<file path="config.mk">
export PLATFORM = sky130hd
export DESIGN_NAME = afsb_ctrl
export DESIGN_NICKNAME = d
export VERILOG_FILES = /design/src/core/afsb_pkg.sv /design/src/core/afsb_sync.sv /design/src/core/afsb_ctrl.sv
export VERILOG_INCLUDE_DIRS = /design/src /design/src/core
export SDC_FILE = /design/constraint.sdc
export NUM_CORES = 1
export LEC_CHECK = 0
export ABC_AREA = 1
export BUFFER_PORTS_ARGS = -buffer_cell sky130_fd_sc_hd__buf_2
export CAP_MARGIN = 10
export CELL_PAD_IN_SITES_DETAIL_PLACEMENT = 1
export CELL_PAD_IN_SITES_GLOBAL_PLACEMENT = 1
export CORE_MARGIN = 2
export CORE_UTILIZATION = 33
export CTS_BUF_LIST = sky130_fd_sc_hd__clkbuf_4 sky130_fd_sc_hd__clkbuf_8
export DETAILED_ROUTE_END_ITERATION = 10
export PLACE_DENSITY = 0.95
export RECOVER_POWER = 100
export SETUP_SLACK_MARGIN = 0.4
export SLEW_MARGIN = 20
export SYNTH_ARGS = -nofsm -noshare
export SYNTH_HDL_FRONTEND = slang
export SYNTH_SLANG_ARGS = --single-unit
</file>
<file path="constraint.sdc">
create_clock -name clk -period 3.1 [get_ports clk]
set_clock_uncertainty 0.1 [all_clocks]
set_input_delay 0.31 -clock clk [delete_from_list [all_inputs] [get_ports clk]]
set_output_delay 0.31 -clock clk [all_outputs]
set_load 0.01 [all_outputs]
</file>
<file path="src/core/afsb_defs.svh">
// Constants for the almost-full status bus control block
`ifndef AFSB_DEFS_SVH
`define AFSB_DEFS_SVH

// Register offsets, byte addresses on the plain register port
`define AFSB_OFS_CTRL 8'h00
`define AFSB_OFS_MODE 8'h04
`define AFSB_OFS_STATUS 8'h08
`define AFSB_OFS_MASK 8'h0C

// Control register fields
`define AFSB_CTRL_PROG_DONE 0
`define AFSB_CTRL_CHAIN_HEAD 1
`define AFSB_CTRL_W 2
`define AFSB_CTRL_RST 2'h0

// Mode register fields, read only
`define AFSB_MODE_POLLED 0
`define AFSB_MODE_STD 1
`define AFSB_MODE_RUN 2
`define AFSB_MODE_IDX_LSB 3
`define AFSB_MODE_IDX_MSB 4

// Event bits, shared by status and mask
`define AFSB_EV_SELECT 0
`define AFSB_EV_WRAP 1
`define AFSB_EV_STRB_ERR 2
`define AFSB_EV_W 3
`define AFSB_EV_RST 3'h0

// Status word layout
`define AFSB_FLAG_W 8
`define AFSB_WORDS 4
`define AFSB_FLAGS_W 32
`define AFSB_ADDR_W 8
`define AFSB_WORD_LSB 3
`define AFSB_WORD_MSB 4
`define AFSB_FIRST_WORD 2'h0
`define AFSB_LAST_WORD 2'h3

// Register port widths
`define AFSB_REG_AW 8
`define AFSB_REG_DW 32

`endif

</file>
<file path="src/core/afsb_pkg.sv">
// Types shared by the almost-full status bus control block
package afsb_pkg;

    // Pin inputs that travel together through the synchroniser
    typedef struct packed {
        logic strobe;
        logic exp_in;
        logic flag_mode;
        logic fall_thru;
        logic [7:0] addr;
    } afsb_pins_t;

    // Modes caught while the master reset is held
    typedef struct packed {
        logic polled;
        logic std_read;
    } afsb_cfg_t;

    // Polling sequencer states
    typedef enum logic {
        AFSB_POLL_IDLE,
        AFSB_POLL_RUN
    } afsb_poll_st_t;

endpackage

</file>
<file path="src/core/afsb_sync.sv">
// Two flip-flop synchroniser for a vector of slow pin levels
`timescale 1ns/1ps
module afsb_sync #(
    parameter int W = 12
) (
    input wire logic clk,
    input wire logic [W-1:0] d,
    output logic [W-1:0] q
);

    // First stage, read only by the second stage
    logic [W-1:0] meta;

    // Both stages run free so levels pass even during reset
    always_ff @(posedge clk) begin
        meta <= d;
        q <= meta;
    end

endmodule

</file>
<file path="src/core/afsb_ctrl.sv">
// Almost-full status flag bus control, write clock side
//
// Design decisions made here: the address-and-strobe port and the register addresses.
`timescale 1ns/1ps
`include "afsb_defs.svh"
module afsb_ctrl
    import afsb_pkg::*;
(
    input wire logic clk,
    input wire logic rstn,
    input wire logic flag_mode_select,
    input wire logic fall_through_select,
    input wire logic almost_full_bus_strobe,
    input wire logic almost_full_expansion_in,
    input wire logic [`AFSB_ADDR_W-1:0] write_queue_address_bus,
    input wire logic [`AFSB_FLAGS_W-1:0] queue_almost_full,
    input wire logic [`AFSB_REG_AW-1:0] reg_addr,
    input wire logic [`AFSB_REG_DW-1:0] reg_wdata,
    input wire logic reg_wr,
    input wire logic reg_rd,
    output logic [`AFSB_REG_DW-1:0] reg_rdata,
    output logic [`AFSB_FLAG_W-1:0] almost_full_flag_bus,
    output logic almost_full_bus_sync,
    output logic almost_full_expansion_out,
    output logic serial_enable_out,
    output logic standard_read_mode,
    output logic irq
);

    // Picks one status word out of the flat flag vector
    function automatic logic [`AFSB_FLAG_W-1:0] word_of(
        input logic [`AFSB_FLAGS_W-1:0] flags,
        input logic [1:0] idx
    );
        word_of = flags[idx*`AFSB_FLAG_W +: `AFSB_FLAG_W];
    endfunction

    // Raw pins grouped, then synchronised
    afsb_pins_t pins_raw;
    afsb_pins_t pins_s;
    // Previous synchronised token level, for the edge
    logic exp_in_d;
    // Token rising edge seen this cycle
    logic tok_rise;
    // Modes caught during reset
    afsb_cfg_t cfg;
    // Software control bits
    logic [`AFSB_CTRL_W-1:0] ctrl;
    // Sticky events, interrupt mask, events this cycle
    logic [`AFSB_EV_W-1:0] status;
    logic [`AFSB_EV_W-1:0] mask;
    logic [`AFSB_EV_W-1:0] ev;
    // Polling sequencer state and next word to show
    afsb_poll_st_t poll_st;
    logic [1:0] word_idx;
    // Chain head has already launched its first round
    logic head_started;
    // Decoded strobes
    logic prog_done;
    logic chain_head;
    logic direct_sel;
    logic poll_go;
    logic strobe_err;
    logic wr_ctrl;
    logic wr_status;
    logic wr_mask;

    // Gather the pins that cross into the write clock domain
    assign pins_raw.strobe = almost_full_bus_strobe;
    assign pins_raw.exp_in = almost_full_expansion_in;
    assign pins_raw.flag_mode = flag_mode_select;
    assign pins_raw.fall_thru = fall_through_select;
    assign pins_raw.addr = write_queue_address_bus;

    // Every pin passes two flops before any logic sees it
    afsb_sync #(
        .W($bits(afsb_pins_t))
    ) u_sync (
        .clk(clk),
        .d(pins_raw),
        .q(pins_s)
    );

    // Control bits in plain form
    assign prog_done = ctrl[`AFSB_CTRL_PROG_DONE];
    assign chain_head = ctrl[`AFSB_CTRL_CHAIN_HEAD];

    // Serial enable drops once programming is done
    assign serial_enable_out = ~prog_done;

    // Read mode pin level straight from the latched mode
    assign standard_read_mode = cfg.std_read;

    // Token edge, taken from the second stage only
    assign tok_rise = pins_s.exp_in & ~exp_in_d;

    // Direct select needs direct mode and finished programming
    assign direct_sel = ~cfg.polled & pins_s.strobe & prog_done;

    // Strobe seen in polled mode or before programming ends
    assign strobe_err = pins_s.strobe &
        (cfg.polled | ~prog_done);

    // Start a round on a token, or once as the chain head
    assign poll_go = cfg.polled & prog_done &
        (tok_rise | (chain_head & ~head_started));

    // Register write decode
    assign wr_ctrl = reg_wr & (reg_addr == `AFSB_OFS_CTRL);
    assign wr_status = reg_wr & (reg_addr == `AFSB_OFS_STATUS);
    assign wr_mask = reg_wr & (reg_addr == `AFSB_OFS_MASK);

    // Token edge memory
    always_ff @(posedge clk) begin
        if (!rstn) begin
            exp_in_d <= 1'b0;
        end else begin
            exp_in_d <= pins_s.exp_in;
        end
    end

    // Mode pins are followed while reset is held, then frozen
    always_ff @(posedge clk) begin
        if (!rstn) begin
            cfg.polled <= pins_s.flag_mode;
            cfg.std_read <= pins_s.fall_thru;
        end
    end

    // Control register
    always_ff @(posedge clk) begin
        if (!rstn) begin
            ctrl <= `AFSB_CTRL_RST;
        end else if (wr_ctrl) begin
            ctrl <= reg_wdata[`AFSB_CTRL_W-1:0];
        end
    end

    // Chain head launches one round, the loop carries the rest
    always_ff @(posedge clk) begin
        if (!rstn) begin
            head_started <= 1'b0;
        end else if (poll_go) begin
            head_started <= 1'b1;
        end
    end

    // Polling sequencer walks words one to four
    always_ff @(posedge clk) begin
        if (!rstn) begin
            poll_st <= AFSB_POLL_IDLE;
            word_idx <= `AFSB_FIRST_WORD;
        end else begin
            case (poll_st)
                // Waiting for the token
                AFSB_POLL_IDLE: begin
                    if (poll_go) begin
                        poll_st <= AFSB_POLL_RUN;
                        word_idx <= word_idx + 2'h1;
                    end
                end
                // Showing words two to four
                AFSB_POLL_RUN: begin
                    word_idx <= word_idx + 2'h1;
                    if (word_idx == `AFSB_LAST_WORD) begin
                        poll_st <= AFSB_POLL_IDLE;
                    end
                end
                default: begin
                    poll_st <= AFSB_POLL_IDLE;
                    word_idx <= `AFSB_FIRST_WORD;
                end
            endcase
        end
    end

    // Flag bus, sync and token output
    always_ff @(posedge clk) begin
        if (!rstn) begin
            almost_full_flag_bus <= '0;
            almost_full_bus_sync <= 1'b0;
            almost_full_expansion_out <= 1'b0;
        end else if (poll_st == AFSB_POLL_RUN) begin
            // Next word of the round
            almost_full_flag_bus <= word_of(queue_almost_full,
                word_idx);
            almost_full_bus_sync <= 1'b0;
            almost_full_expansion_out <=
                (word_idx == `AFSB_LAST_WORD);
        end else if (poll_go) begin
            // Word one opens the round
            almost_full_flag_bus <= word_of(queue_almost_full,
                `AFSB_FIRST_WORD);
            almost_full_bus_sync <= 1'b1;
            almost_full_expansion_out <= 1'b0;
        end else if (direct_sel) begin
            // Addressed word replaces the held one
            almost_full_flag_bus <= word_of(queue_almost_full,
                pins_s.addr[`AFSB_WORD_MSB:`AFSB_WORD_LSB]);
            almost_full_bus_sync <= 1'b0;
            almost_full_expansion_out <= 1'b0;
        end else begin
            // Bus holds its word between strobes
            almost_full_bus_sync <= 1'b0;
            almost_full_expansion_out <= 1'b0;
        end
    end

    // Events of this cycle
    always_comb begin
        ev = '0;
        ev[`AFSB_EV_SELECT] = direct_sel;
        ev[`AFSB_EV_WRAP] = (poll_st == AFSB_POLL_RUN) &
            (word_idx == `AFSB_LAST_WORD);
        ev[`AFSB_EV_STRB_ERR] = strobe_err;
    end

    // Sticky status, write one clears, a new event wins
    always_ff @(posedge clk) begin
        if (!rstn) begin
            status <= `AFSB_EV_RST;
        end else if (wr_status) begin
            status <= (status & ~reg_wdata[`AFSB_EV_W-1:0]) | ev;
        end else begin
            status <= status | ev;
        end
    end

    // Interrupt mask
    always_ff @(posedge clk) begin
        if (!rstn) begin
            mask <= `AFSB_EV_RST;
        end else if (wr_mask) begin
            mask <= reg_wdata[`AFSB_EV_W-1:0];
        end
    end

    // Level interrupt while any unmasked event is pending
    assign irq = |(status & mask);

    // Read data, valid in the cycle after the read strobe
    always_ff @(posedge clk) begin
        if (!rstn) begin
            reg_rdata <= '0;
        end else if (reg_rd) begin
            reg_rdata <= '0;
            case (reg_addr)
                `AFSB_OFS_CTRL: begin
                    reg_rdata[`AFSB_CTRL_W-1:0] <= ctrl;
                end
                `AFSB_OFS_MODE: begin
                    reg_rdata[`AFSB_MODE_POLLED] <= cfg.polled;
                    reg_rdata[`AFSB_MODE_STD] <= cfg.std_read;
                    reg_rdata[`AFSB_MODE_RUN] <=
                        (poll_st == AFSB_POLL_RUN);
                    reg_rdata[`AFSB_MODE_IDX_MSB:`AFSB_MODE_IDX_LSB]
                        <= word_idx;
                end
                `AFSB_OFS_STATUS: begin
                    reg_rdata[`AFSB_EV_W-1:0] <= status;
                end
                `AFSB_OFS_MASK: begin
                    reg_rdata[`AFSB_EV_W-1:0] <= mask;
                end
                // Unmapped addresses read as zero
                default: begin
                    reg_rdata <= '0;
                end
            endcase
        end
    end

endmodule

</file>
* Word level (Yosys, flattened, before mapping)
Cells that the tools add are included.
Word-level totals: bits in read-only memories 0, input bits 88, memories 0, output and inout bits 45, bits in latches 0, bits in registers 54, logic and storage cells 64, memory bits (writable) 0
Cells by class: shift-type cells 2, reductions and logical operators 5, divide/modulo/power cells 0, $add $sub $neg 1, order comparisons 0, equality and inequality tests 5, muxes and demuxes 12, bitwise logic cells 24, $mul 0
Operators with widths (number):
- $shiftx A32 B6 Y8 | 2
- $mux W8 | 3
- $eq A8 B4 Y1 const B | 2
- $and A1 B1 Y1 | 11
- $eq A8 B3 Y1 const B | 1
- $logic_not A8 Y1 | 1
- $pmux W2 S4 | 1
- $and A3 B3 Y3 | 2
- $not A1 Y1 | 6
- $or A3 B3 Y3 | 2
- $mux W2 | 2
- $pmux W2 S2 | 1
- $mux W3 | 1
- $not A3 Y3 | 1
- $pmux W1 S3 | 1
- $reduce_bool A3 Y1 | 1
- $reduce_or A3 Y1 | 1
- $add A2 B1 Y2 const B | 1
- $eq A2 B2 Y1 const B | 1
- $mux W1 | 2
- $ne A2 B2 Y1 const B | 1
- $or A1 B1 Y1 | 2
- $pmux W1 S2 | 1
- $reduce_and A2 Y1 | 1
- $reduce_or A2 Y1 | 1

* Depth between registers and ports, before layout
Gate-level depths: netlist (run 1).
depth in word-level cells 6, depth in mapped cells 9

* Modules after synthesis
From an unflattened synthesis (run 1), not the netlist that was laid out.
Unflattened totals: cell total of the unflattened synthesis 383, area, all modules 2732.6 um2
Modules (own cells, without submodules):
- afsb_ctrl | cells an instance 359, area each 2252.2 um2, sequential area each 620.6 um2, times used 1
- afsb_sync | cells an instance 24, area each 480.5 um2, sequential area each 480.5 um2, times used 1

* Worst setup path before layout (run 1)
Ideal clock, no wire load.
kind register to register, start register cfg[1] in the netlist's numbering, end register almost_full_flag_bus[6], stages on the path, launching flop included 8, path slack 1.847 ns, setup time 0.119 ns, data arrival time 1.034 ns, buffers on the path 1, cells stage by stage edfxtp_1 > nand2_1 > inv_1 > nand2_2 > nand3_2 > buf_6 > o21ai_0 > a21oi_1
On the way: word-level cells in the longest chain between the ends 4
RTL lines:
- from (decl) | line afsb_ctrl.sv:46 | afsb_cfg_t cfg;
- $and A1 B1 Y1 / $not A1 Y1 (equally long branches) | line afsb_ctrl.sv:105, afsb_ctrl.sv:98
- $and A1 B1 Y1 (on tied branches) | line afsb_ctrl.sv:105, afsb_ctrl.sv:98
- $mux W8 / $and A1 B1 Y1 (equally long branches) | line afsb_ctrl.sv:190, afsb_ctrl.sv:98
- $mux W8 / $reduce_bool A3 Y1 (equally long branches)
- to (signal assigned) | line afsb_ctrl.sv:185 | almost_full_flag_bus <= word_of(queue_almost_full,
- to (signal assigned) | line afsb_ctrl.sv:192 | almost_full_flag_bus <= word_of(queue_almost_full,
- to (signal assigned) | line afsb_ctrl.sv:198 | almost_full_flag_bus <= word_of(queue_almost_full,
- to (decl) | line afsb_ctrl.sv:22 | output logic [`AFSB_FLAG_W-1:0] almost_full_flag_bus,
Parallel ways exist; a longest one is shown, timed or not. A chain may end at the register's enable or synchronous reset.

* Final worst setup path (run 1)
start register cfg[1] in the netlist's numbering, end register almost_full_flag_bus[3]
The elaborated chain is that of the path after synthesis.

==> results.toml, run 1 <==
[final_layout]
area_growth_pct = 15.05
multi_input_area_mm2 = 0.001190
diodes = 0
seq_area_um2 = 860.8
fillCellCount = 1023
fin_nets = 516
drive_gt1_frac = 0.1542
finish.utilization = 0.3873

[clock_tree]
hold_buffers = 1
cts_tree = "yes"
clkSinkCount = 42
clock_path_buffers = 2
clock_latency_ns = 0.29
clk_pin_slew_ns = 0.08
post_cts_buffers = 0
post_cts_resized = 0
cts-buffers-inserted = 5
root_buffer = "clkbuf_8"
htree_levels = 2

[worst_setup_path]
crit_chain = "nand2_1 -> inv_1 -> nand2_1 -> nand3_1 -> o21ai_0 -> a21oi_1"
start_kind = "register"
endpoint = "almost_full_flag_bus[3]"
worstPathMaxFanout = 16
end_kind = "register"
cp.required_ns = 3.16
cp.arrival_ns = 2.18
worstSetupPathType = "reg2reg"
cp.depth = 6
timing.critical_path.from = "cfg[1]"
crit_path_top_delay_cell = "nand3_1"
cp.buffers_inverters = 1
crit_family = "simple AND/OR/NAND/NOR gates"
r2r-end = "almost_full_flag_bus[3]"
cpPeakStageDelay_ns = 0.52
cp_common_cell = "nand2_1"
r2r_start = "cfg[1]"
reg2reg_slack_ns = 0.99
reg2reg_depth = 6

[die]
chipHeight_um = 89.32
fp.dieArea_mm2 = 0.007978
dieWidth_um = 89.32
core_area_mm2 = 0.007137
initial_core_util = 0.3366
rows = 31
ios = 133

[logic_synthesis]
yosys.area_share.simple = 0.3344
syn_avg_cell_area_um2 = 6.692
synth_xor_area_frac = 0
ys_types = 23
synth_top_area_frac = 0.3333
synth_fa_ha_area_frac = 0.005208
synth-compound-area-share = 0.1250
async_flop_share = 0
synth_mux_area_frac = 0
netlist_area_mm2 = 0.002402
synth_cells = 359
synth_top_area_cell = "dfxtp_1"
yosys-top-cells-area = "dfxtp_1, nand2_1, nand3_1"
yosys_warnings = 0
synth.most_common_cell = "nand2_1"
synth_seq_cells = 42
synth_top_family_by_area = "simple AND/OR/NAND/NOR gates"
synth-seq-area-share = 0.3583
synth_edf_count = 2
synth_common_cells = "nand2_1, nand3_1, dfxtp_1"
ys.flop_type = "dfxtp_1"

[placement]
place_congestion = 0.7969
hpwl_um = 5191
io_buffers = 70

[grt]
antenna_found_initial = 0
grt_start_max_net_pins = 21
grtUsageTotal = 0.1702
grt_pass1_vias = 2414
grt.overflow.total = 0
grt_pass1_wl_um = 10730

[sta]
final-setup-viol-count = 0
slew_headroom = 0.4971
period_share = 0.6822
period_needed_ns = 2.115
timing.setup.tns_ns = 0
tightestPinTransition_ns = 0.7544
rsz0062_at_grt = "no"
finalHoldViolCount = 0
clock.fmax_mhz = 472.9
slew_violations = 0

[route]
vias = 2472
avgRoutedWirePerCell_um = 12.74
drt-initial-drc-count = 97
drt-vias-per-instance = 4.691
wl_um = 6716
ant_nets = 0
drc = 0
firstDrtPassIters = 4

[status]
status = "complete, no violations"

[power_and_ir_drop]
peakVddDrop_mv = 0.2251
p_leak_nw = 1.341
powerDensity_mw_per_mm2 = 385.0

[run]
max_cap_violations = 0

[worst_hold_path]
hold_path.class = "in2reg"
## registers in the layout (all words and copies together) (netlist names), 2 cells and up
signal                flops
almost_full_flag_bus      8
u_sync.q                  6
ctrl                      2
mask                      3
reg_rdata                 5
status                    3
u_sync.meta               6
word_idx                  2
## layer usage
metal	up-vias	global-route usage	share of wire
met5	-	0	0
met4	0	0.03935	0.010
met3	9	0.04247	0.061
met2	64	0.3017	0.50
met1	1152	0.2070	0.43
li1	1247	-	-
## worst min path at each step
stage,start,to,slack (ns),depth (start not counted)
after detailed placement,u_sync.meta[11],u_sync.q[11],0.21,0
after CTS,almost_full_expansion_in,u_sync.meta[10],0.001,1
final,write_queue_address_bus[4],u_sync.meta[4],0.01,1
after global placement,u_sync.meta[9],u_sync.q[9],0.21,0
after global routing,write_queue_address_bus[4],u_sync.meta[4],0.003,1
after floorplan,u_sync.meta[10],u_sync.q[10],0.21,0
## through the flow
step	cell area, µm²	hold slack (ns)	power [W]	setup WS (ns)	instances
after global placement	2671	0.2120	0.0007065	1.442	514
final	2764	0.01293	0.001064	0.9853	527
after floorplan	2500	0.2096	0.0006807	1.847	385
after detailed placement	2671	0.2135	0.0007135	1.403	514
after CTS	2775	0.001032	0.001079	1.360	523
after global routing	2764	0.003431	0.001129	0.7595	527
## power breakdown
part | switching (W) | internal, W
Clock | 0.000197 | 0.000162
Sequential | 0.00000987 | 0.000555
Combinational | 0.0000848 | 0.0000543
## worst register-to-register path, delay by kind of cell, from the launching register on
| kind | cells | cell delay (ns) |
|---|---|---|
| compound gates | 2 | 0.42 |
| buf+inv | 1 | 0.04 |
| flops | 1 | 0.43 |
| simple gates | 3 | 0.99 |
## logic make-up (layout without fill, tap and decap cells)
| kind of cell | count (synthesis) | after routing |
|---|---|---|
| simple gates | 185 | 185 |
| flops | 42 | 42 |
| buf+inv | 70 | 113 |
| fa+ha+maj | 1 | 1 |
| other cells | 1 | 27 |
| compound gates | 60 | 60 |
## area by class of cell
| class | instances | area share |
|---|---|---|
| multi-input combinational | 273 | 0.4305 |
| sequential | 42 | 0.3115 |
| clock inverter | 3 | 0.009054 |
| inverter | 29 | 0.04029 |
| clock buffer | 5 | 0.02490 |
| timing repair buffer | 76 | 0.1390 |
| tap | 99 | 0.04482 |
## cells in the final DEF, fill, tap and decap left out
cell type / synthesis / layout
nand2_1: 107 / 109
nand3_1: 52 / 53
buf_2: 4 / 51
dfxtp_1: 40 / 40
a21oi_1: 30 / 30
conb_1: 1 / 27
inv_1: 25 / 26
o21ai_0: 24 / 24
clkbuf_1: 1 / 19
nor2_1: 14 / 15
o21ai_1: 6 / 6
clkbuf_8: 0 / 5
dlygate4sd3_1: 0 / 5
nor3_1: 4 / 4
nand2_2: 4 / 2
inv_2: 3 / 2
edfxtp_1: 2 / 2
nor2_2: 2 / 1
inv_4: 1 / 1
nor4_1: 0 / 1
ha_1: 1 / 1
clkinvlp_4: 0 / 1
inv_6: 0 / 1
clkinv_4: 0 / 1
buf_4: 30 / 1
Power figures use the tool's default switching activity.
==> run 2, diff against run 1 <==
Settings changed: ABC_AREA 1 to 0, CORE_UTILIZATION 33 to 30, PLACE_DENSITY 0.95 to 0.86.
Clock period 3.1 ns to 1.9 ns, I/O delays scaled along.
==> results.toml, run 2 <==
[sta]
final-setup-viol-count = 0
period_needed_ns = 1.664
slew_headroom = 0.6303
timing.setup.tns_ns = 0
slew_violations = 0
rsz0062_at_grt = "yes"
tightestPinTransition_ns = 0.5540
period_share = 0.8759
clock.fmax_mhz = 600.9
finalHoldViolCount = 0
holdWs_ns = 0.03059

[grt]
grt-busiest-layer = "met2"
grt.overflow.total = 0
grt_use_met2 = 0.2860
grt_pass1_wl_um = 10510
grt_start_max_net_pins = 21
grt_pass1_vias = 2152
met1_usage = 0.1686
antenna_found_initial = 0
grt.met3_usage = 0.03143
grtUsageTotal = 0.1525

[logic_synthesis]
yosys_warnings = 0
synth_top_area_frac = 0.3337
synth_common_cells = "dfxtp_1, buf_4, mux4_2"
synth_cells = 219
ys.flop_type = "dfxtp_1"
yosys-top-cells-area = "dfxtp_1, mux4_2, buf_4"
synth_seq_cells = 42
synth.most_common_cell = "dfxtp_1"
syn_avg_cell_area_um2 = 10.96
synth_top_area_cell = "dfxtp_1"
netlist_area_mm2 = 0.002400
ys_types = 45
synth_edf_count = 2
async_flop_share = 0
synth-seq-area-share = 0.3587

[worst_setup_path]
worstSetupPathType = "reg2reg"
cp.required_ns = 1.98
r2r-end = "almost_full_flag_bus[3]"
start_kind = "register"
reg2reg_slack_ns = 0.24
cp.arrival_ns = 1.75
r2r_start = "u_sync.q[4]"
reg2reg_depth = 4
worstPathMaxFanout = 8
end_kind = "register"

[route]
drc = 0
avgRoutedWirePerCell_um = 15.90
firstDrtPassIters = 4
vias = 2004
drt-vias-per-instance = 4.985
wl_um = 6390
drt-initial-drc-count = 133
ant_nets = 0

[die]
dieWidth_um = 93.44
chipHeight_um = 93.44
fp.dieArea_mm2 = 0.008731
rows = 32
initial_core_util = 0.3106
core_area_mm2 = 0.007727
ios = 133

[clock_tree]
clkSinkCount = 42
cts-buffers-inserted = 5
clk_pin_slew_ns = 0.08
clock_path_buffers = 2
cts_tree = "yes"
clock_latency_ns = 0.30
root_buffer = "clkbuf_8"
htree_levels = 2

[placement]
hpwl_um = 4897
io_buffers = 70
place_congestion = 0.8712
place_inst = 382

[final_layout]
top_regs = "almost_full_flag_bus x8, u_sync.meta x6, u_sync.q x6"
fillCellCount = 904
drive_gt1_frac = 0.3467
area_growth_pct = 20.33
largest_register = "almost_full_flag_bus"
largest_register_ffs = 8
diodes = 0
fin_nets = 388
layout_commonest_cell = "buf_2"
layoutNonFillerInstCount = 402
mostFrequentLayoutCells = "buf_2, dfxtp_1, conb_1, clkbuf_1, mux4_2"

[worst_hold_path]
hp-start = "reg_wdata[0]"
hold_path.class = "in2reg"
hold_path_end = "status[0]"
holdPathStages = 2

[power_and_ir_drop]
powerDensity_mw_per_mm2 = 611.4
p_leak_nw = 1.232
peakVddDrop_mv = 0.3054

[run]
max_cap_violations = 0

[status]
status = "complete, no violations"
run 2: how the worst max path moves through the flow:
stage | start | end | slack (ns) | cells past startpoint
after floorplan | u_sync.q[3] | almost_full_flag_bus[0] | 0.36 | 5
after global placement | cfg[1] | almost_full_flag_bus[6] | 0.20 | 5
after detailed placement | u_sync.q[3] | almost_full_flag_bus[3] | 0.16 | 4
after CTS | u_sync.q[3] | almost_full_flag_bus[3] | 0.23 | 4
after global routing | u_sync.q[3] | almost_full_flag_bus[7] | 0.17 | 5
final | u_sync.q[4] | almost_full_flag_bus[3] | 0.24 | 4
run 2: timing repair:
| action | 4_1_cts | 5_1_grt |
|---|---|---|
| hold buffers | 6 | 0 |
| endpoints found under the setup margin | 11 | 13 |
| pin swaps | 5 | 3 |
| gates resized for setup | 11 | 6 |
| hold endpoints to repair | 6 | 0 |
| setup buffers | 6 | 0 |
run 2: kinds of logic (layout without fill, tap and decap cells):
family | Yosys count | count (layout) | synth area share
other | 1 | 27 | 0.001563
adders and majority gates | 1 | 1 | 0.005213
AOI/OAI and AO/OA | 40 | 40 | 0.1241
and+or+nand+nor | 53 | 53 | 0.1173
buffers and inverters | 48 | 103 | 0.1554
DFF | 42 | 42 | 0.3587
muxes | 34 | 34 | 0.2377
run 2: per-layer routing:
layer	vias up	routed length (µm)	part of all wire
met2	81	3446	0.54
met3	14	342	0.054
met1	986	2487	0.39
li1	923	-	-
met4	0	114	0.018
met5	-	0	0
run 2: final cells by class:
type / instances / area, µm² / share of cell area
Clock inverter: 1 / 5.005 / 0.001733
Tap cell: 102 / 127.6 / 0.04419
Sequential cell: 42 / 868.3 / 0.3007
Inverter: 5 / 18.77 / 0.006499
Timing Repair Buffer: 90 / 496.7 / 0.1720
Multi-Input combinational cell: 155 / 1281 / 0.4437
Clock buffer: 7 / 90.09 / 0.03120
run 2: power breakdown:
group	switching, W	internal (W)	total (W)	leakage [nW]
clock	0.000305	0.000308	0.000612	0.0517
combinational	0.000111	0.000122	0.000233	0.831
sequential	0.0000148	0.000905	0.000920	0.349
total	0.000431	0.00133	0.00177	1.23
run 2: through the flow:
step           total power [W]  area [µm²]  utilization  setup slack, ns
6_report              0.001766        2888       0.3737           0.2358
5_1_grt               0.001850        2888       0.3737           0.1691
4_1_cts               0.001789        2904       0.3758           0.2329
3_5_place_dp          0.001159        2683       0.3472           0.1552
3_3_place_gp          0.001147        2683       0.3472           0.1978
2_1_floorplan         0.001115        2499            -           0.3588
run 2: worst max-delay path, stage by stage, from the launching register on:
cell	delay [ns]
dfxtp_1	0.60
mux4_2	0.37
a31o_1	0.20
mux2i_1	0.17
a22oi_1	0.11
==> run 3, diff against run 2 <==
Settings changed: CORE_ASPECT_RATIO set to 2, CORE_UTILIZATION 30 to 34, PLACE_DENSITY 0.86 to 0.91.
Clock period 1.9 ns to 1.8 ns, I/O delays scaled along.
==> results.toml, run 3 (synthesized netlist as in run 2, its figures left out) <==
[route]
ant_nets = 0
firstDrtPassIters = 4
drt-initial-drc-count = 86
avgRoutedWirePerCell_um = 17.58
wl_um = 6944
vias = 2088
drc = 0
drt-vias-per-instance = 5.286

[placement]
hpwl_um = 4977
dp_slack_ns = 0.02456
place_inst = 372
place_congestion = 0.8180
io_buffers = 70

[worst_setup_path]
timing.critical_path.from = "u_sync.q[3]"
cp.arrival_ns = 1.75
worstSetupPathType = "reg2reg"
worstPathMaxFanout = 8
start_kind = "register"
r2r_start = "u_sync.q[3]"
end_kind = "register"
cp.required_ns = 1.89

[final_layout]
seq_area_um2 = 869.6
drive_gt1_frac = 0.3574
top_regs = "almost_full_flag_bus x8, u_sync.meta x6, u_sync.q x6"
layout_commonest_cell = "buf_2"
largest_register_ffs = 8
layoutNonFillerInstCount = 395
diodes = 0
fin_nets = 393
finish.utilization = 0.4273
area_growth_pct = 22.63
fillCellCount = 854
mostFrequentLayoutCells = "buf_2, dfxtp_1, conb_1, mux4_2, clkbuf_1"
multi_input_area_mm2 = 0.001316
largest_register = "almost_full_flag_bus"

[power_and_ir_drop]
p_clk_frac = 0.341
combPwrFrac = 0.135
powerDensity_mw_per_mm2 = 630.1
switching_share = 0.2682
p_seq_frac = 0.524
p_sw_w = 0.0004974
peakVddDrop_mv = 0.5330
intPower_w = 0.001357
p_leak_nw = 1.255

[die]
dieWidth_um = 63.41
initial_core_util = 0.3485
core_area_mm2 = 0.006887
fp.dieArea_mm2 = 0.007787
chipHeight_um = 122.8
rows = 43
ios = 133

[sta]
tightestPinTransition_ns = 0.5380
period_needed_ns = 1.661
period_share = 0.9230
slew_headroom = 0.6410
rsz0062_at_grt = "yes"
finalHoldViolCount = 0
timing.setup.tns_ns = 0
final-setup-viol-count = 0
slew_violations = 0
holdWs_ns = 0.009666
setup_slack_ns = 0.1386
clock.fmax_mhz = 601.9

[grt]
grt_pass1_wl_um = 10080
antenna_found_initial = 0
grt_pass1_vias = 2080
grt_start_max_net_pins = 21
grtUsageTotal = 0.1701
grt.overflow.total = 0

[clock_tree]
cts_tree = "yes"
clkSinkCount = 42
clk_pin_slew_ns = 0.09
clock_path_buffers = 2
htree_levels = 2
cts-buffers-inserted = 5
clock_latency_ns = 0.31
root_buffer = "clkbuf_8"

[worst_hold_path]
hold_path.class = "in2reg"
hp-start = "reg_wdata[0]"

[run]
max_cap_violations = 0

[status]
status = "complete, no violations"
-- run 3: repair_timing --
| action | CTS | global route |
|---|---|---|
| setup endpoints to repair | 13 | 14 |
| resized for setup | 6 | 19 |
| buffers inserted | 4 | 1 |
| pin swaps | 3 | 5 |
| cloned | 0 | 4 |
| hold buffers | 6 | 0 |
| endpoints found under the hold margin | 6 | 0 |
-- run 3: layout make-up --
cell class,count,area share
sequential,42,0.2955
clock buffer,5,0.02338
tap,90,0.03827
timing repair buffer,92,0.1820
clock inverter,3,0.007228
multi-input combinational,158,0.4473
inverter,5,0.006378
-- run 3: worst paths after layout --
path              depth (start not counted)  slack [ns]                      end
hold reg to reg                           0        0.23              u_sync.q[4]
hold / removal                            2        0.01                status[0]
setup / recovery                          4        0.14  almost_full_flag_bus[2]
setup reg to reg                          4        0.14  almost_full_flag_bus[2]
-- run 3: critical path, stage by stage, from the launching register on --
cell     delay, ns
dfxtp_4       0.46
mux4_2        0.53
a31o_1        0.20
mux2i_1       0.15
a22oi_1       0.11
-- run 3: metrics by stage --
step | instance area (µm²) | total power, W
2_1_floorplan | 2500 | 0.001177
3_3_place_gp | 2696 | 0.001213
3_5_place_dp | 2696 | 0.001226
4_1_cts | 2899 | 0.001869
5_1_grt | 2943 | 0.001936
6_report | 2943 | 0.001854
-- run 3: power groups by stage --
stage	Combinational, W	Clock (W)	Sequential (W)
global placement	0.000218	0	0.000995
detailed placement	0.000229	0	0.000998
CTS	0.000245	0.000651	0.000972
finish	0.000251	0.000632	0.000972
floorplan	0.000193	0	0.000984
global route	0.000273	0.000688	0.000975
-- run 3: layer usage --
metal	global-route usage	vias up	routed length, µm
li1	-	947	-
met3	0.04033	18	399
met4	0.1005	0	238
met5	0	-	0
met1	0.1618	1030	2333
met2	0.3224	93	3972
